### src/logic/pmu_pkg.sv
/*
 * pmu_pkg: register indices, field positions and reset values of the
 * power management control bank.
 * Assumes a 32-bit classic Wishbone bus; byte address = 4 * index.
 */
package pmu_pkg;
	// register indices (byte address is four times the index)
	localparam logic [5:0] PMU_IDX_SYS  = 6'h00;
	localparam logic [5:0] PMU_IDX_HIB  = 6'h01;
	localparam logic [5:0] PMU_IDX_STAT = 6'h02;
	localparam logic [5:0] PMU_IDX_MASK = 6'h03;
	localparam logic [5:0] PMU_IDX_V1   = 6'h20;
	localparam logic [5:0] PMU_IDX_V2   = 6'h21;
	localparam logic [5:0] PMU_IDX_CTL  = 6'h22;
	// system register fields
	localparam int PMU_SYS_TRST  = 7;
	localparam int PMU_SYS_MODE  = 6;
	localparam int PMU_SYS_UNMSK = 5;
	localparam int PMU_SYS_LOW   = 4;
	localparam logic [7:0] PMU_SYS_RW = 8'hef;
	// hibernate register fields
	localparam int PMU_HIB_FRC = 6;
	localparam int PMU_HIB_RDY = 1;
	localparam logic [7:0] PMU_HIB_RW  = 8'h4f;
	localparam logic [7:0] PMU_HIB_SCR = 8'h0d;
	// converter control fields
	localparam int PMU_CTL_ON    = 7;
	localparam int PMU_CTL_PHASE = 6;
	localparam int PMU_CTL_MODE  = 5;
	localparam int PMU_CTL_DLY   = 2;
	localparam int PMU_CTL_FMSK  = 1;
	localparam int PMU_CTL_OK    = 0;
	localparam logic [7:0] PMU_CTL_RW = 8'hfe;
	// event bits of status and mask
	localparam int PMU_EV_LEV = 0;
	localparam int PMU_EV_FLT = 1;
	// values after reset
	localparam logic [7:0] PMU_SYS_RST = 8'hc7;
	localparam logic [7:0] PMU_HIB_RST = 8'h00;
	localparam logic [5:0] PMU_V1_RST  = 6'h14;
	localparam logic [5:0] PMU_V2_RST  = 6'h10;
	localparam logic [7:0] PMU_CTL_RST = 8'h00;
	localparam logic [1:0] PMU_EV_RST  = 2'h0;
	// register state of the bank
	typedef struct packed {
		logic [7:0] sys;
		logic [7:0] hib;
		logic [5:0] v1;
		logic [5:0] v2;
		logic [7:0] ctl;
		logic [1:0] stat;
		logic [1:0] mask;
		logic       ack;
		logic [7:0] rdata;
		logic [5:0] vout;
		logic       shut;
		logic [1:0] sup_s;
		logic       sup_d;
		logic [1:0] pg_s;
		logic [1:0] flt_s;
		logic       flt_d;
		logic [1:0] voltage_bank_select_pin_s;
		logic [1:0] hib_s;
		logic [1:0] uvlo_s;
		logic [1:0] off_s;
		logic       off_d;
	} pmu_state_s;
endpackage : pmu_pkg

### src/logic/pmu_regs.sv
/*
 * pmu_regs: control and status bank of the system monitor, hibernate
 * support and first step-down converter, as a classic Wishbone slave.
 * Assumes analog status inputs arrive asynchronously and that the
 * undervoltage and shutdown indications are held for several cycles.
 */
// Added by the designer: the Wishbone slave port.
`timescale 1ns/1ns
module pmu_regs
	import pmu_pkg::*;
#(
	parameter int ADR_W = 8
) (
	// clock and reset
	input  wire logic             clk_i,
	input  wire logic             rst_i,
	// wishbone slave
	input  wire logic             cyc_i,
	input  wire logic             stb_i,
	input  wire logic             we_i,
	input  wire logic [ADR_W-1:0] adr_i,
	input  wire logic [3:0]       sel_i,
	input  wire logic [31:0]      dat_i,
	output      logic [31:0]      dat_o,
	output      logic             ack_o,
	// analog and system status (asynchronous)
	input  wire logic             supply_below_i,
	input  wire logic             buck_one_pgood_i,
	input  wire logic             buck_one_fault_i,
	input  wire logic             voltage_bank_select_pin_i,
	input  wire logic             hibernate_i,
	input  wire logic             uvlo_i,
	input  wire logic             system_off_i,
	// regulator and monitor controls
	output      logic [3:0]       supply_threshold_code_o,
	output      logic             reset_timer_select_o,
	output      logic [5:0]       buck_one_vcode_o,
	output      logic             buck_one_enable_o,
	output      logic             buck_one_phase_o,
	output      logic             buck_one_pwm_only_o,
	output      logic [2:0]       buck_one_delay_o,
	output      logic             shutdown_req_o,
	output      logic             irq_o
);
	// reset image of the whole state
	localparam pmu_state_s RST_S = '{
		sys: PMU_SYS_RST, hib: PMU_HIB_RST, v1: PMU_V1_RST,
		v2: PMU_V2_RST, ctl: PMU_CTL_RST, stat: PMU_EV_RST,
		mask: PMU_EV_RST, vout: PMU_V1_RST, default: '0};

	pmu_state_s q_reg;
	pmu_state_s q_next;
	logic [5:0] idx;
	logic       acc;
	logic       wr;
	logic       low_rise;
	logic       flt_rise;
	logic       off_evt;
	logic [1:0] ev;
	logic [1:0] gate;

	// index decode: registers are 8 bits in one word each
	assign idx = adr_i[7:2];
	assign acc = cyc_i && stb_i && !q_reg.ack;
	assign wr  = acc && we_i && sel_i[0];

	generate
		if (ADR_W < 8) begin : g_bad_adr
			$error("pmu_regs: ADR_W must be at least 8");
		end
	endgenerate

	// next-state logic of the whole bank
	always_comb begin
		q_next = q_reg;
		// two-flop synchronisers; only stage two is read downstream
		q_next.sup_s  = {q_reg.sup_s[0], supply_below_i};
		q_next.pg_s   = {q_reg.pg_s[0], buck_one_pgood_i};
		q_next.flt_s  = {q_reg.flt_s[0], buck_one_fault_i};
		q_next.voltage_bank_select_pin_s = {q_reg.voltage_bank_select_pin_s[0], voltage_bank_select_pin_i};
		q_next.hib_s  = {q_reg.hib_s[0], hibernate_i};
		q_next.uvlo_s = {q_reg.uvlo_s[0], uvlo_i};
		q_next.off_s  = {q_reg.off_s[0], system_off_i};
		q_next.sup_d  = q_reg.sup_s[1];
		q_next.flt_d  = q_reg.flt_s[1];
		q_next.off_d  = q_reg.off_s[1];

		low_rise = q_reg.sup_s[1] && !q_reg.sup_d;
		flt_rise = q_reg.flt_s[1] && !q_reg.flt_d;
		// falling below threshold: interrupt or shutdown
		ev[PMU_EV_LEV] = low_rise && q_reg.sys[PMU_SYS_MODE];
		ev[PMU_EV_FLT] = flt_rise;
		q_next.shut = low_rise && !q_reg.sys[PMU_SYS_MODE];
		off_evt = q_next.shut || (q_reg.off_s[1] && !q_reg.off_d);

		// single registered ack, dropped the cycle after
		q_next.ack = acc;

		// writes keep stored bits only; status and reserved stay out
		if (wr) begin
			unique case (idx)
				PMU_IDX_SYS:
					q_next.sys = dat_i[7:0] & PMU_SYS_RW;
				PMU_IDX_HIB:
					q_next.hib = dat_i[7:0] & PMU_HIB_RW;
				PMU_IDX_MASK:
					q_next.mask = dat_i[1:0];
				PMU_IDX_V1:
					q_next.v1 = dat_i[5:0];
				PMU_IDX_V2:
					q_next.v2 = dat_i[5:0];
				PMU_IDX_CTL:
					q_next.ctl = dat_i[7:0] & PMU_CTL_RW;
				default: ;
			endcase
		end

		// write-one-to-clear; a new event in the same cycle wins
		q_next.stat = q_reg.stat;
		if (wr && idx == PMU_IDX_STAT) begin
			q_next.stat = q_reg.stat & ~dat_i[1:0];
		end
		q_next.stat = q_next.stat | ev;

		// shutdown wipes the scratchpad; ready and force-on survive
		if (off_evt) begin
			q_next.hib = q_next.hib & ~PMU_HIB_SCR;
		end

		// read data captured with the ack
		q_next.rdata = '0;
		if (acc && !we_i) begin
			unique case (idx)
				PMU_IDX_SYS: begin
					q_next.rdata = q_reg.sys;
					q_next.rdata[PMU_SYS_LOW] = q_reg.sup_s[1];
				end
				PMU_IDX_HIB:  q_next.rdata = q_reg.hib;
				PMU_IDX_STAT: q_next.rdata = {6'h00, q_reg.stat};
				PMU_IDX_MASK: q_next.rdata = {6'h00, q_reg.mask};
				PMU_IDX_V1:   q_next.rdata = {2'h0, q_reg.v1};
				PMU_IDX_V2:   q_next.rdata = {2'h0, q_reg.v2};
				PMU_IDX_CTL: begin
					q_next.rdata = q_reg.ctl;
					q_next.rdata[PMU_CTL_OK] = q_reg.pg_s[1];
				end
				default: q_next.rdata = '0;
			endcase
		end

		// voltage bank select follows the pin
		q_next.vout = q_reg.voltage_bank_select_pin_s[1] ? q_reg.v2 : q_reg.v1;

		// undervoltage reloads every register default; the bus and
		// synchronisers keep running so a read still answers
		if (q_reg.uvlo_s[1]) begin
			q_next.sys  = PMU_SYS_RST;
			q_next.hib  = PMU_HIB_RST;
			q_next.v1   = PMU_V1_RST;
			q_next.v2   = PMU_V2_RST;
			q_next.ctl  = PMU_CTL_RST;
			q_next.stat = PMU_EV_RST;
			q_next.mask = PMU_EV_RST;
		end
	end

	// the one state register
	always_ff @(posedge clk_i) begin
		if (rst_i) begin
			q_reg <= RST_S;
		end else begin
			q_reg <= q_next;
		end
	end

	// interrupt gate: mask register and the per-source unmask bits
	assign gate[PMU_EV_LEV] = q_reg.sys[PMU_SYS_UNMSK];
	assign gate[PMU_EV_FLT] = q_reg.ctl[PMU_CTL_FMSK];
	assign irq_o = |(q_reg.stat & q_reg.mask & gate);

	// outputs to the bus and the analog side
	assign dat_o  = {24'h000000, q_reg.rdata};
	assign ack_o  = q_reg.ack;
	assign supply_threshold_code_o = q_reg.sys[3:0];
	assign reset_timer_select_o = q_reg.sys[PMU_SYS_TRST];
	assign buck_one_vcode_o = q_reg.vout;
	// force-on holds the converter up only while hibernating
	assign buck_one_enable_o = q_reg.ctl[PMU_CTL_ON] ||
		(q_reg.hib[PMU_HIB_FRC] && q_reg.hib_s[1]);
	assign buck_one_phase_o = q_reg.ctl[PMU_CTL_PHASE];
	assign buck_one_pwm_only_o = q_reg.ctl[PMU_CTL_MODE];
	assign buck_one_delay_o = q_reg.ctl[PMU_CTL_DLY +: 3];
	assign shutdown_req_o = q_reg.shut;
endmodule : pmu_regs

### config.mk
export PLATFORM = sky130hd
export DESIGN_NAME = pmu_regs
export DESIGN_NICKNAME = d
export VERILOG_FILES = /design/src/logic/pmu_pkg.sv /design/src/logic/pmu_regs.sv
export SDC_FILE = /design/constraint.sdc
export NUM_CORES = 1
export LEC_CHECK = 0
export BUFFER_PORTS_ARGS = -buffer_cell sky130_fd_sc_hd__buf_2
export CAP_MARGIN = 20
export CORE_AREA = 2 2 92 94
export DETAILED_ROUTE_END_ITERATION = 8
export DIE_AREA = 0 0 94 96
export PLACE_DENSITY = 0.67
export SYNTH_ARGS = -nofsm -noshare
export SYNTH_HDL_FRONTEND = slang
export SYNTH_SLANG_ARGS = --single-unit
### constraint.sdc
create_clock -name clk_i -period 1.55 [get_ports clk_i]
set_input_delay 0.0775 -clock clk_i [delete_from_list [all_inputs] [get_ports clk_i]]
set_output_delay 0.0775 -clock clk_i [all_outputs]
set_load 0.1 [all_outputs]
* Word-level counts from Yosys, hierarchy flattened
Index checks and enable logic that the tools add are counted.
W data, S select, Z words.
** Storage, ports and cells
- Word-level logic and storage cells :: 73
- Register bits :: 71
- Output and inout bits :: 52
- Input port bits :: 56
** Operators by class
- Reduce and logical (&&, ||, !) cells :: 31
- Mux-type cells :: 8
- Equality and inequality tests :: 6
- Bitwise logic cells :: 6
** Operators by type and width (count)
- $pmux W8 S7 :: 1
- $mux W28 :: 1
- $eq A6 B6 Y1 const B :: 3
- $mux W6 :: 3
- $mux W8 :: 2
- $eq A6 B2 Y1 const B :: 2
- $logic_and A1 B1 Y1 :: 12
- $reduce_and A2 Y1 :: 6
- $and A2 B2 Y2 :: 3
- $eq A6 B1 Y1 const B :: 1
- $logic_not A1 Y1 :: 6
- $logic_not A6 Y1 :: 1
- $reduce_or A2 Y1 :: 3
- $reduce_or A3 Y1 :: 1
- $logic_or A1 B1 Y1 :: 2
- $mux W2 :: 1
- $not A2 Y2 :: 1
- $or A2 B2 Y2 :: 1
- $not A1 Y1 :: 1

* Longest topological paths before layout
Gate-level depths: netlist (run 1).
- Depth in word-level cells :: 7
- Mapped depth :: 5
- Gate-level depth less buffers :: 4

* Least setup slack after synthesis (run 1)
Ideal clock, no wire load.
- Path kind :: flip-flop to flip-flop
- Start :: reg q_reg (netlist bit ack_o)
- End :: reg q_reg (netlist bit reset_timer_select_o)
- Library setup time :: 0.130 ns
- Slack :: -0.620 ns
- Data arrival time :: 2.040 ns
- Cell stages (with the launch flop) :: 5
- Path through :: dfxtp_1 > nand3b_1 > nor4_4 > mux2i_1 > nand2_1
** Between the ends
- Cells in the longest elaborated chain, start to end :: 5
** Ends and longest elaborated chain
- start, declared :: line pmu_regs.sv:51 : pmu_state_s q_reg;
- start signal, assigned :: line pmu_regs.sv:172 : q_reg <= q_next;
- $logic_not A1 Y1 :: line pmu_regs.sv:64 : assign acc = cyc_i && stb_i && !q_reg.ack;
- $logic_and A1 B1 Y1 :: line pmu_regs.sv:64
- $logic_and A1 B1 Y1 (2 in a row) :: line pmu_regs.sv:65 : assign wr = acc && we_i && sel_i[0];
- $reduce_and A2 Y1 (no line)
Every way passes these cells.
A chain may end at the register's enable or synchronous reset.

* Worst setup path in the final report (run 1)
- Start :: reg q_reg (netlist bit ack_o)
- End :: reg q_reg[58] (netlist bit)
** Between the ends
- Cells in the longest elaborated chain, start to end :: 5
** Ends and longest elaborated chain
- $logic_not A1 Y1 :: line pmu_regs.sv:64
- $logic_and A1 B1 Y1 :: line pmu_regs.sv:64
- $logic_and A1 B1 Y1 (2 in a row) :: line pmu_regs.sv:65
- $mux W28 :: line pmu_regs.sv:100 : if (wr) begin
Every way passes these cells.

==> results of run 1 <==
[per-layer routing]
layer | vias to the layer above | track usage [%] | wire, um | part of all wire, %
li1 | 1139 | - | - | -
met5 | - | 0 | 0 | 0
met4 | 0 | 9.30 | 197 | 3.0
met3 | 19 | 4.54 | 508 | 7.6
met1 | 1076 | 18.5 | 2880 | 43
met2 | 77 | 24.2 | 3060 | 46
[logic make-up after synthesis]
family                 Yosys count  synth area share (%)
AND/OR/NAND/NOR                120                  21.6
flip-flops                      68                  46.0
buffers and inverters           60                  13.6
AO/OA/AOI/OAI                   44                  9.69
multiplexers                    25                  8.93
other                            1                 0.127
[power groups by stage]
stage	Combinational (mW)	Sequential (mW)	Clock [mW]
detailed placement	0.486	1.82	0
finish	0.512	1.78	1.49
floorplan	0.430	1.82	0
global route	0.539	1.78	1.59
CTS	0.508	1.78	1.52
global placement	0.481	1.82	0
[critical path, cell delays in order (launching register included)]
cell	delay [ns]
dfxtp_4	0.34
nand3b_1	0.20
buf_6	0.18
nor4_4	0.23
buf_6	0.17
mux2i_1	0.20
nor2_1	0.05
[layout make-up]
| cell class | count | area (um^2) |
|---|---|---|
| clock inverters | 4 | 47.5 |
| fillers | 800 | 4440 |
| clock buffers | 12 | 155 |
| well taps | 105 | 131 |
| flip-flops and latches | 68 | 1370 |
| multi-input cells | 213 | 1360 |
| repair buffers | 84 | 556 |
[through the flow]
step | setup slack (ns) | hold slack [ns] | util (%) | std cells | TNS, ns
finish | 0.0589 | 0.0335 | 44.9 | 486 | 0
global route | 0.00155 | 0.0376 | 44.9 | 486 | 0
CTS | 0.0313 | 0.0227 | 44.6 | 485 | 0
detailed placement | -0.123 | 0.294 | 40.7 | 458 | -2.21
global placement | -0.0910 | 0.289 | 40.7 | 458 | -1.53
floorplan | -0.235 | 0.198 | - | 341 | -4.60
[path summary, 6_finish.rpt]
check	startpoint	endpoint	cells after the start
max	ack_o$_SDFF_PP0_	q_reg[58]$_SDFFE_PP0P_	6
min	dat_i[3]	buck_one_delay_o[1]$_SDFFE_PP0P_	3
min reg2reg	q_next[13]$_SDFF_PP0_	q_reg[13]$_SDFF_PP0_	1
max reg2reg	ack_o$_SDFF_PP0_	q_reg[58]$_SDFFE_PP0P_	6
[placed cells by master, fill, tap and decap left out, types with 2 or more instances in the layout]
| master | synthesis | layout |
|---|---|---|
| o2bb2ai_1 | 5 | 5 |
| a211o_1 | 2 | 2 |
| or2_2 | 3 | 3 |
| nor4_4 | 2 | 3 |
| a222oi_1 | 2 | 2 |
| buf_6 | 1 | 2 |
| dfxtp_1 | 68 | 67 |
| nor2b_1 | 21 | 21 |
| mux2i_1 | 23 | 23 |
| a21oi_1 | 5 | 2 |
| o21ai_1 | 0 | 13 |
| a21boi_0 | 2 | 2 |
| buf_4 | 45 | 15 |
| nand2_1 | 27 | 27 |
| buf_12 | 0 | 2 |
| nand3_1 | 22 | 14 |
| nor2_1 | 26 | 25 |
| clkinv_2 | 0 | 2 |
| nand2b_1 | 3 | 3 |
| nand3_2 | 0 | 8 |
| buf_2 | 1 | 54 |
| a22oi_1 | 5 | 5 |
| nor4_2 | 1 | 3 |
| nor3_1 | 4 | 4 |
| o21ai_0 | 18 | 5 |
| clkbuf_8 | 0 | 11 |
| conb_1 | 1 | 24 |
| o21a_1 | 2 | 2 |
| dlygate4sd3_1 | 0 | 11 |
| a21oi_2 | 0 | 3 |
[timing repair]
action,CTS,global route
setup endpoints to repair,0,14
hold buffers,11,0
hold endpoints to repair,13,0
buffers inserted,0,1
resized for setup,0,3
==> results.md, run 1 <==
* CP arrival at 1.73 ns
* Max-cap violations at 0
* Cell-internal power at 2.70 mW
* Max reg flops at 30
* Total track usage at 15.3%
* Final period util at 96.2%
* Post-Layout Inst Area at 3610 um^2
* Cells after synthesis at 318
* Final layout net count at 432
* Clock Sinks at 68
* Drt pass-1 iters at 5
* Initial Util at 36.7%
* CTS tree: built
* WL/cell at 13.7 um
* CP Capture Type: flip-flop
* Share of power burned in registers at 47.1%
* Syn. warnings at 0
* CP Data Required Time at 1.79 ns
* Yosys reg bits at 68
* Mapped cell area at 2960 um^2
* F_max at 671 MHz
* Die Width at 94 um
* Post-synthesis sequential area ratio at 46.0%
* Max Slew Vio Count at 0
* Input/output buffers at 54
* Total wire length at 6650 um
* Flop-to-flop setup slack at 0.06 ns
* Final HPWL DP at 4840 um
* Worst min path class: in2reg
* Worst Clk Skew at 0.00911 ns
* Layout area overhead at 22.3%
* Routed Antenna Nets at 0
* # setup viols final at 0
* Die area at 9020 um^2
* Core area at 8050 um^2
* Switch Pwr at 1.08 mW
* Clk network pwr share at 39.3%
* Distinct cells, synth at 38
* Number of flops mapped to enable cells by yosys at 0
* IO Pins at 108
* Peak VDD IR at 398 uV
* Worst-Skew Late Latency at 0.35 ns
* Initial antenna violation count at 0
* Tmin final at 1.49 ns
* Largest net degree at the start of global routing at 45
* Via density at 4.76
* Vias at 2311
* Top cell type by total area after synthesis: dfxtp_1
* Diodes inserted at 0
* Mean area per synthesized cell at 9.30 um^2
* Comb power frac at 13.5%
* Chip height at 96 um
* Fin. Hold Viols at 0
* Top post-synthesis cells by area: dfxtp_1 46%, buf_4 11%, mux2i_1 7.8%, nor2b_1 4.4%, nand3_1 3.7%
* Placed Area at 3280 um^2
* DRC viols at 0
* Clk root buf: clkbuf_8
* Floorplan row count at 33
* First-pass GRT wire length at 10300 um
* Switching Share at 28.5%
* Pwr Density at 1050 nW/um^2
* Startpoint class of the critical path: flip-flop
* Final GP Congestion at 0.845
* Clock Tree Buf Depth at 2
* Initial DRC Count at 146
* Status: finished clean
* Asr flop ratio synth at 0%
* RSZ-0062 raised after global routing: no
* CTS Buf Count at 9
* Clock transition at path regs at 0.07 ns
* Leakage at 1.45 nW
* Share of the synthesized area in the top cell type at 46.0%
* Share of cells above drive strength 1 at 29.9%
* Count leader, synth: dfxtp_1
* # H-tree levels at 3
* Synth top cells by count: 68 x dfxtp_1, 45 x buf_4, 27 x nand2_1, 26 x nor2_1, 23 x mux2i_1
* Vias in the first global route at 2091
* Top_reg_cell synth: dfxtp_1
* Gr ovfl total at 0
* Crit Path Category: reg2reg
* Power Total at 3.78 mW
* Worst Path Max Fanout at 7
(Power assumes the default switching activity.)
==> run 2, diff against run 1 <==
--- a/config.mk
+++ b/config.mk
@@ -5,11 +5,12 @@
 export SDC_FILE = /design/constraint.sdc
 export NUM_CORES = 1
 export LEC_CHECK = 0
+export ABC_AREA = 1
 export BUFFER_PORTS_ARGS = -buffer_cell sky130_fd_sc_hd__buf_2
 export CAP_MARGIN = 20
-export CORE_AREA = 2 2 92 94
+export CORE_AREA = 2 2 83 105
 export DETAILED_ROUTE_END_ITERATION = 8
-export DIE_AREA = 0 0 94 96
+export DIE_AREA = 0 0 85 107
 export PLACE_DENSITY = 0.67
 export SYNTH_ARGS = -nofsm -noshare
 export SYNTH_HDL_FRONTEND = slang
==> run 2 against run 1 <==
  * Flip-flop and latch count stayed put
  * Maximum frequency grew 6.4%
  * Global-route usage grew 0.35 points
  * Sequential share of layout area up 0.81 points
  * Die area is 0.79% higher
  * Critical path depth is 3 lower
  * Synthesized area rose by 2.3%
  * Cell count up 17%
  * Synthesized cell count increased by 29%
  * Setup slack improved by 0.090 ns
  * Critical path type is now reg2out
  * Critical endpoint is now irq_o
==> results.md, run 2 <==
* Clock transition at path regs at 0.07 ns
* Synth Area in Simple Gates at 28.6%
* # setup viols final at 0
* Setup TNS at 0 ns
* CP arrival at 1.32 ns
* Clk root buf: clkbuf_8
* Crit path buffers/inverters at 1
* Share of cells above drive strength 1 at 21.6%
* Max Slew Vio Count at 0
* Syn. warnings at 0
* Top post-synthesis cells by area: dfxtp_1 45%, buf_4 11%, nor2_1 8.6%, nand2_1 8.3%, nand3_1 6.0%
* Core area at 8100 um^2
* Commonest non-fill, non-tap cell in the layout: nor2_1
* Input/output buffers at 54
* Mean area per synthesized cell at 7.38 um^2
* Die Width at 85 um
* Switch Pwr at 1.06 mW
* Flop-to-flop setup slack at 0.19 ns
* Top_reg_cell synth: dfxtp_1
* Pwr Density at 1050 nW/um^2
* Final layout net count at 524
* Crit path cell chain: nand3_1 -> nand2_1 -> buf_2
* Slowest stage cell, crit path: buf_2
* RSZ-0062 raised after global routing: no
* Largest net degree at the start of global routing at 20
* WL/cell at 12.1 um
* Yosys reg bits at 68
* Initial antenna violation count at 0
* Clock Sinks at 68
* Chip height at 107 um
* Clock Tree Buf Depth at 2
* Top cell type by total area after synthesis: dfxtp_1
* Crit Path Category: reg2out
* Vias in the first global route at 2454
* Total track usage at 15.7%
* First-pass GRT wire length at 11100 um
* Initial Util at 37.3%
* Slowest Stage Delay on Critical Path at 0.42 ns
* Register area at 1360 um^2
* Layout area overhead at 16.8%
* Total wire length at 6870 um
* CP Data Required Time at 1.47 ns
* Leakage at 1.66 nW
* Post-place setup slack at 0.144 ns
* Synth Area in XOR/XNOR at 0%
* DRC viols at 0
* Worst Clk Skew at 0.00784 ns
* Share of power burned in registers at 48.2%
* Cell-internal power at 2.64 mW
* Post-CTS Setup Bufs at 0
* Multi-input gate area at 1200 um^2
* Max reg flops at 30
* Diodes inserted at 0
* Number of flops mapped to enable cells by yosys at 0
* Compound-Gate Fraction of Synth Area at 8.11%
* Clk network pwr share at 37.9%
* Drt pass-1 iters at 4
* Comb power frac at 13.9%
* Final period util at 90.4%
* Final HPWL DP at 5200 um
* Die area at 9100 um^2
* Asr flop ratio synth at 0%
* Routed Antenna Nets at 0
* CTS tree: built
* CP Capture Type: primary output
* Synth top cells by count: 69 x nor2_1, 68 x dfxtp_1, 67 x nand2_1, 46 x buf_4
* Final setup margin at 0.149 ns
* Largest family of logic cells by synthesized area: simple AND/OR/NAND/NOR gates
* Peak VDD IR at 567 uV
* Fillers at 816
* Initial DRC Count at 111
* Worst Path Max Fanout at 3
* Worst-Skew Late Latency at 0.35 ns
* # H-tree levels at 3
* Status: finished clean
* Share of the synthesized area in the top cell type at 45.0%
* Max-cap violations at 0
* Power Total at 3.70 mW
* Gr ovfl total at 0
* F_max at 714 MHz
* Cells after synthesis at 410
* Commonest non-fill, non-tap cells in the layout: 69 x nor2_1, 67 x nand2_1, 67 x dfxtp_1, 54 x buf_2
* Post-synthesis sequential area ratio at 45.0%
* Multiplexer area fraction after synthesis at 0%
* Count leader, synth: nor2_1
* Via density at 4.53
* Worst min path class: in2reg
* Startpoint class of the critical path: flip-flop
* Adder-cell share of the synthesized area at 0%
* Vias at 2576
* CTS Buf Count at 9
* Floorplan row count at 37
* Distinct cells, synth at 22
* Fin. Hold Viols at 0
* Tmin final at 1.40 ns
* Crit path max-delay family: buffers and inverters
* Final GP Congestion at 0.900
* IO Pins at 108
* Switching Share at 28.6%
* Mapped cell area at 3020 um^2
[run 2: changes by cell type after synthesis, sizes merged, moves of 8 or more]
cell   delta
nor2     +53
inv      +45
nand2    +41
mux2i    -23
nor2b    -21
nand3    +15
a21oi    +14
nand4     +8
[run 2: cell type report]
cell class / instances / share of cell area (%)
clock inverters: 2 / 0.992
clock buffers: 13 / 4.22
well taps: 97 / 3.44
repair buffers: 78 / 14.0
multi-input cells: 266 / 34.0
flip-flops and latches: 68 / 38.6
inverters: 45 / 4.78
[run 2: power by group through the flow]
stage          clock [mW]  sequential (mW)  combinational, mW
4_1_cts              1.43             1.78              0.513
2_1_floorplan           0             1.83              0.440
3_5_place_dp            0             1.82              0.492
5_1_grt              1.50             1.79              0.545
6_report             1.40             1.78              0.514
3_3_place_gp            0             1.82              0.488
[run 2: final timing paths]
kind	endpoint	cells after the start	startpoint
setup / recovery	irq_o	3	gate[0]$_SDFFE_PP0P_
hold / removal	supply_threshold_code_o[2]$_SDFFE_PP1P_	3	dat_i[2]
setup reg to reg	q_reg[57]$_SDFFE_PP0P_	6	ack_o$_SDFF_PP0_
hold reg to reg	q_reg[4]$_SDFF_PP0_	2	q_next[4]$_SDFF_PP0_
[run 2: layer usage]
layer / wire (um) / up-vias / track usage [%]
met2: 3640 / 64 / 28.5
met1: 2680 / 1146 / 15.8
met3: 358 / 21 / 4.39
li1: - / 1345 / -
met4: 189 / 0 / 8.84
met5: 0 / - / 0
[run 2: repair_timing]
item,4_1_cts,5_1_grt
endpoints found under the hold margin,11,0
hold buffers,11,0
gates resized for setup,0,1
endpoints found under the setup margin,0,2
[run 2: stage by stage]
stage | utilization, % | area [um^2] | hold slack, ns | cells
after floorplan | - | 3110 | 0.154 | 433
after global placement | 39.9 | 3230 | 0.280 | 543
after detailed placement | 39.9 | 3230 | 0.283 | 543
after CTS | 43.6 | 3530 | 0.0201 | 569
after global routing | 43.6 | 3530 | 0.0388 | 569
final | 43.6 | 3530 | 0.0201 | 569
[run 2: cell families after synthesis]
logic type,count (synthesis)
buffers and inverters,99
AND/OR/NAND/NOR,195
flip-flops,68
AO/OA/AOI/OAI,47
other,1
[run 2: worst min-delay path, stage by stage]
cell     delay, ns
buf_2         0.13
nand2_1       0.06
nand3_1       0.07
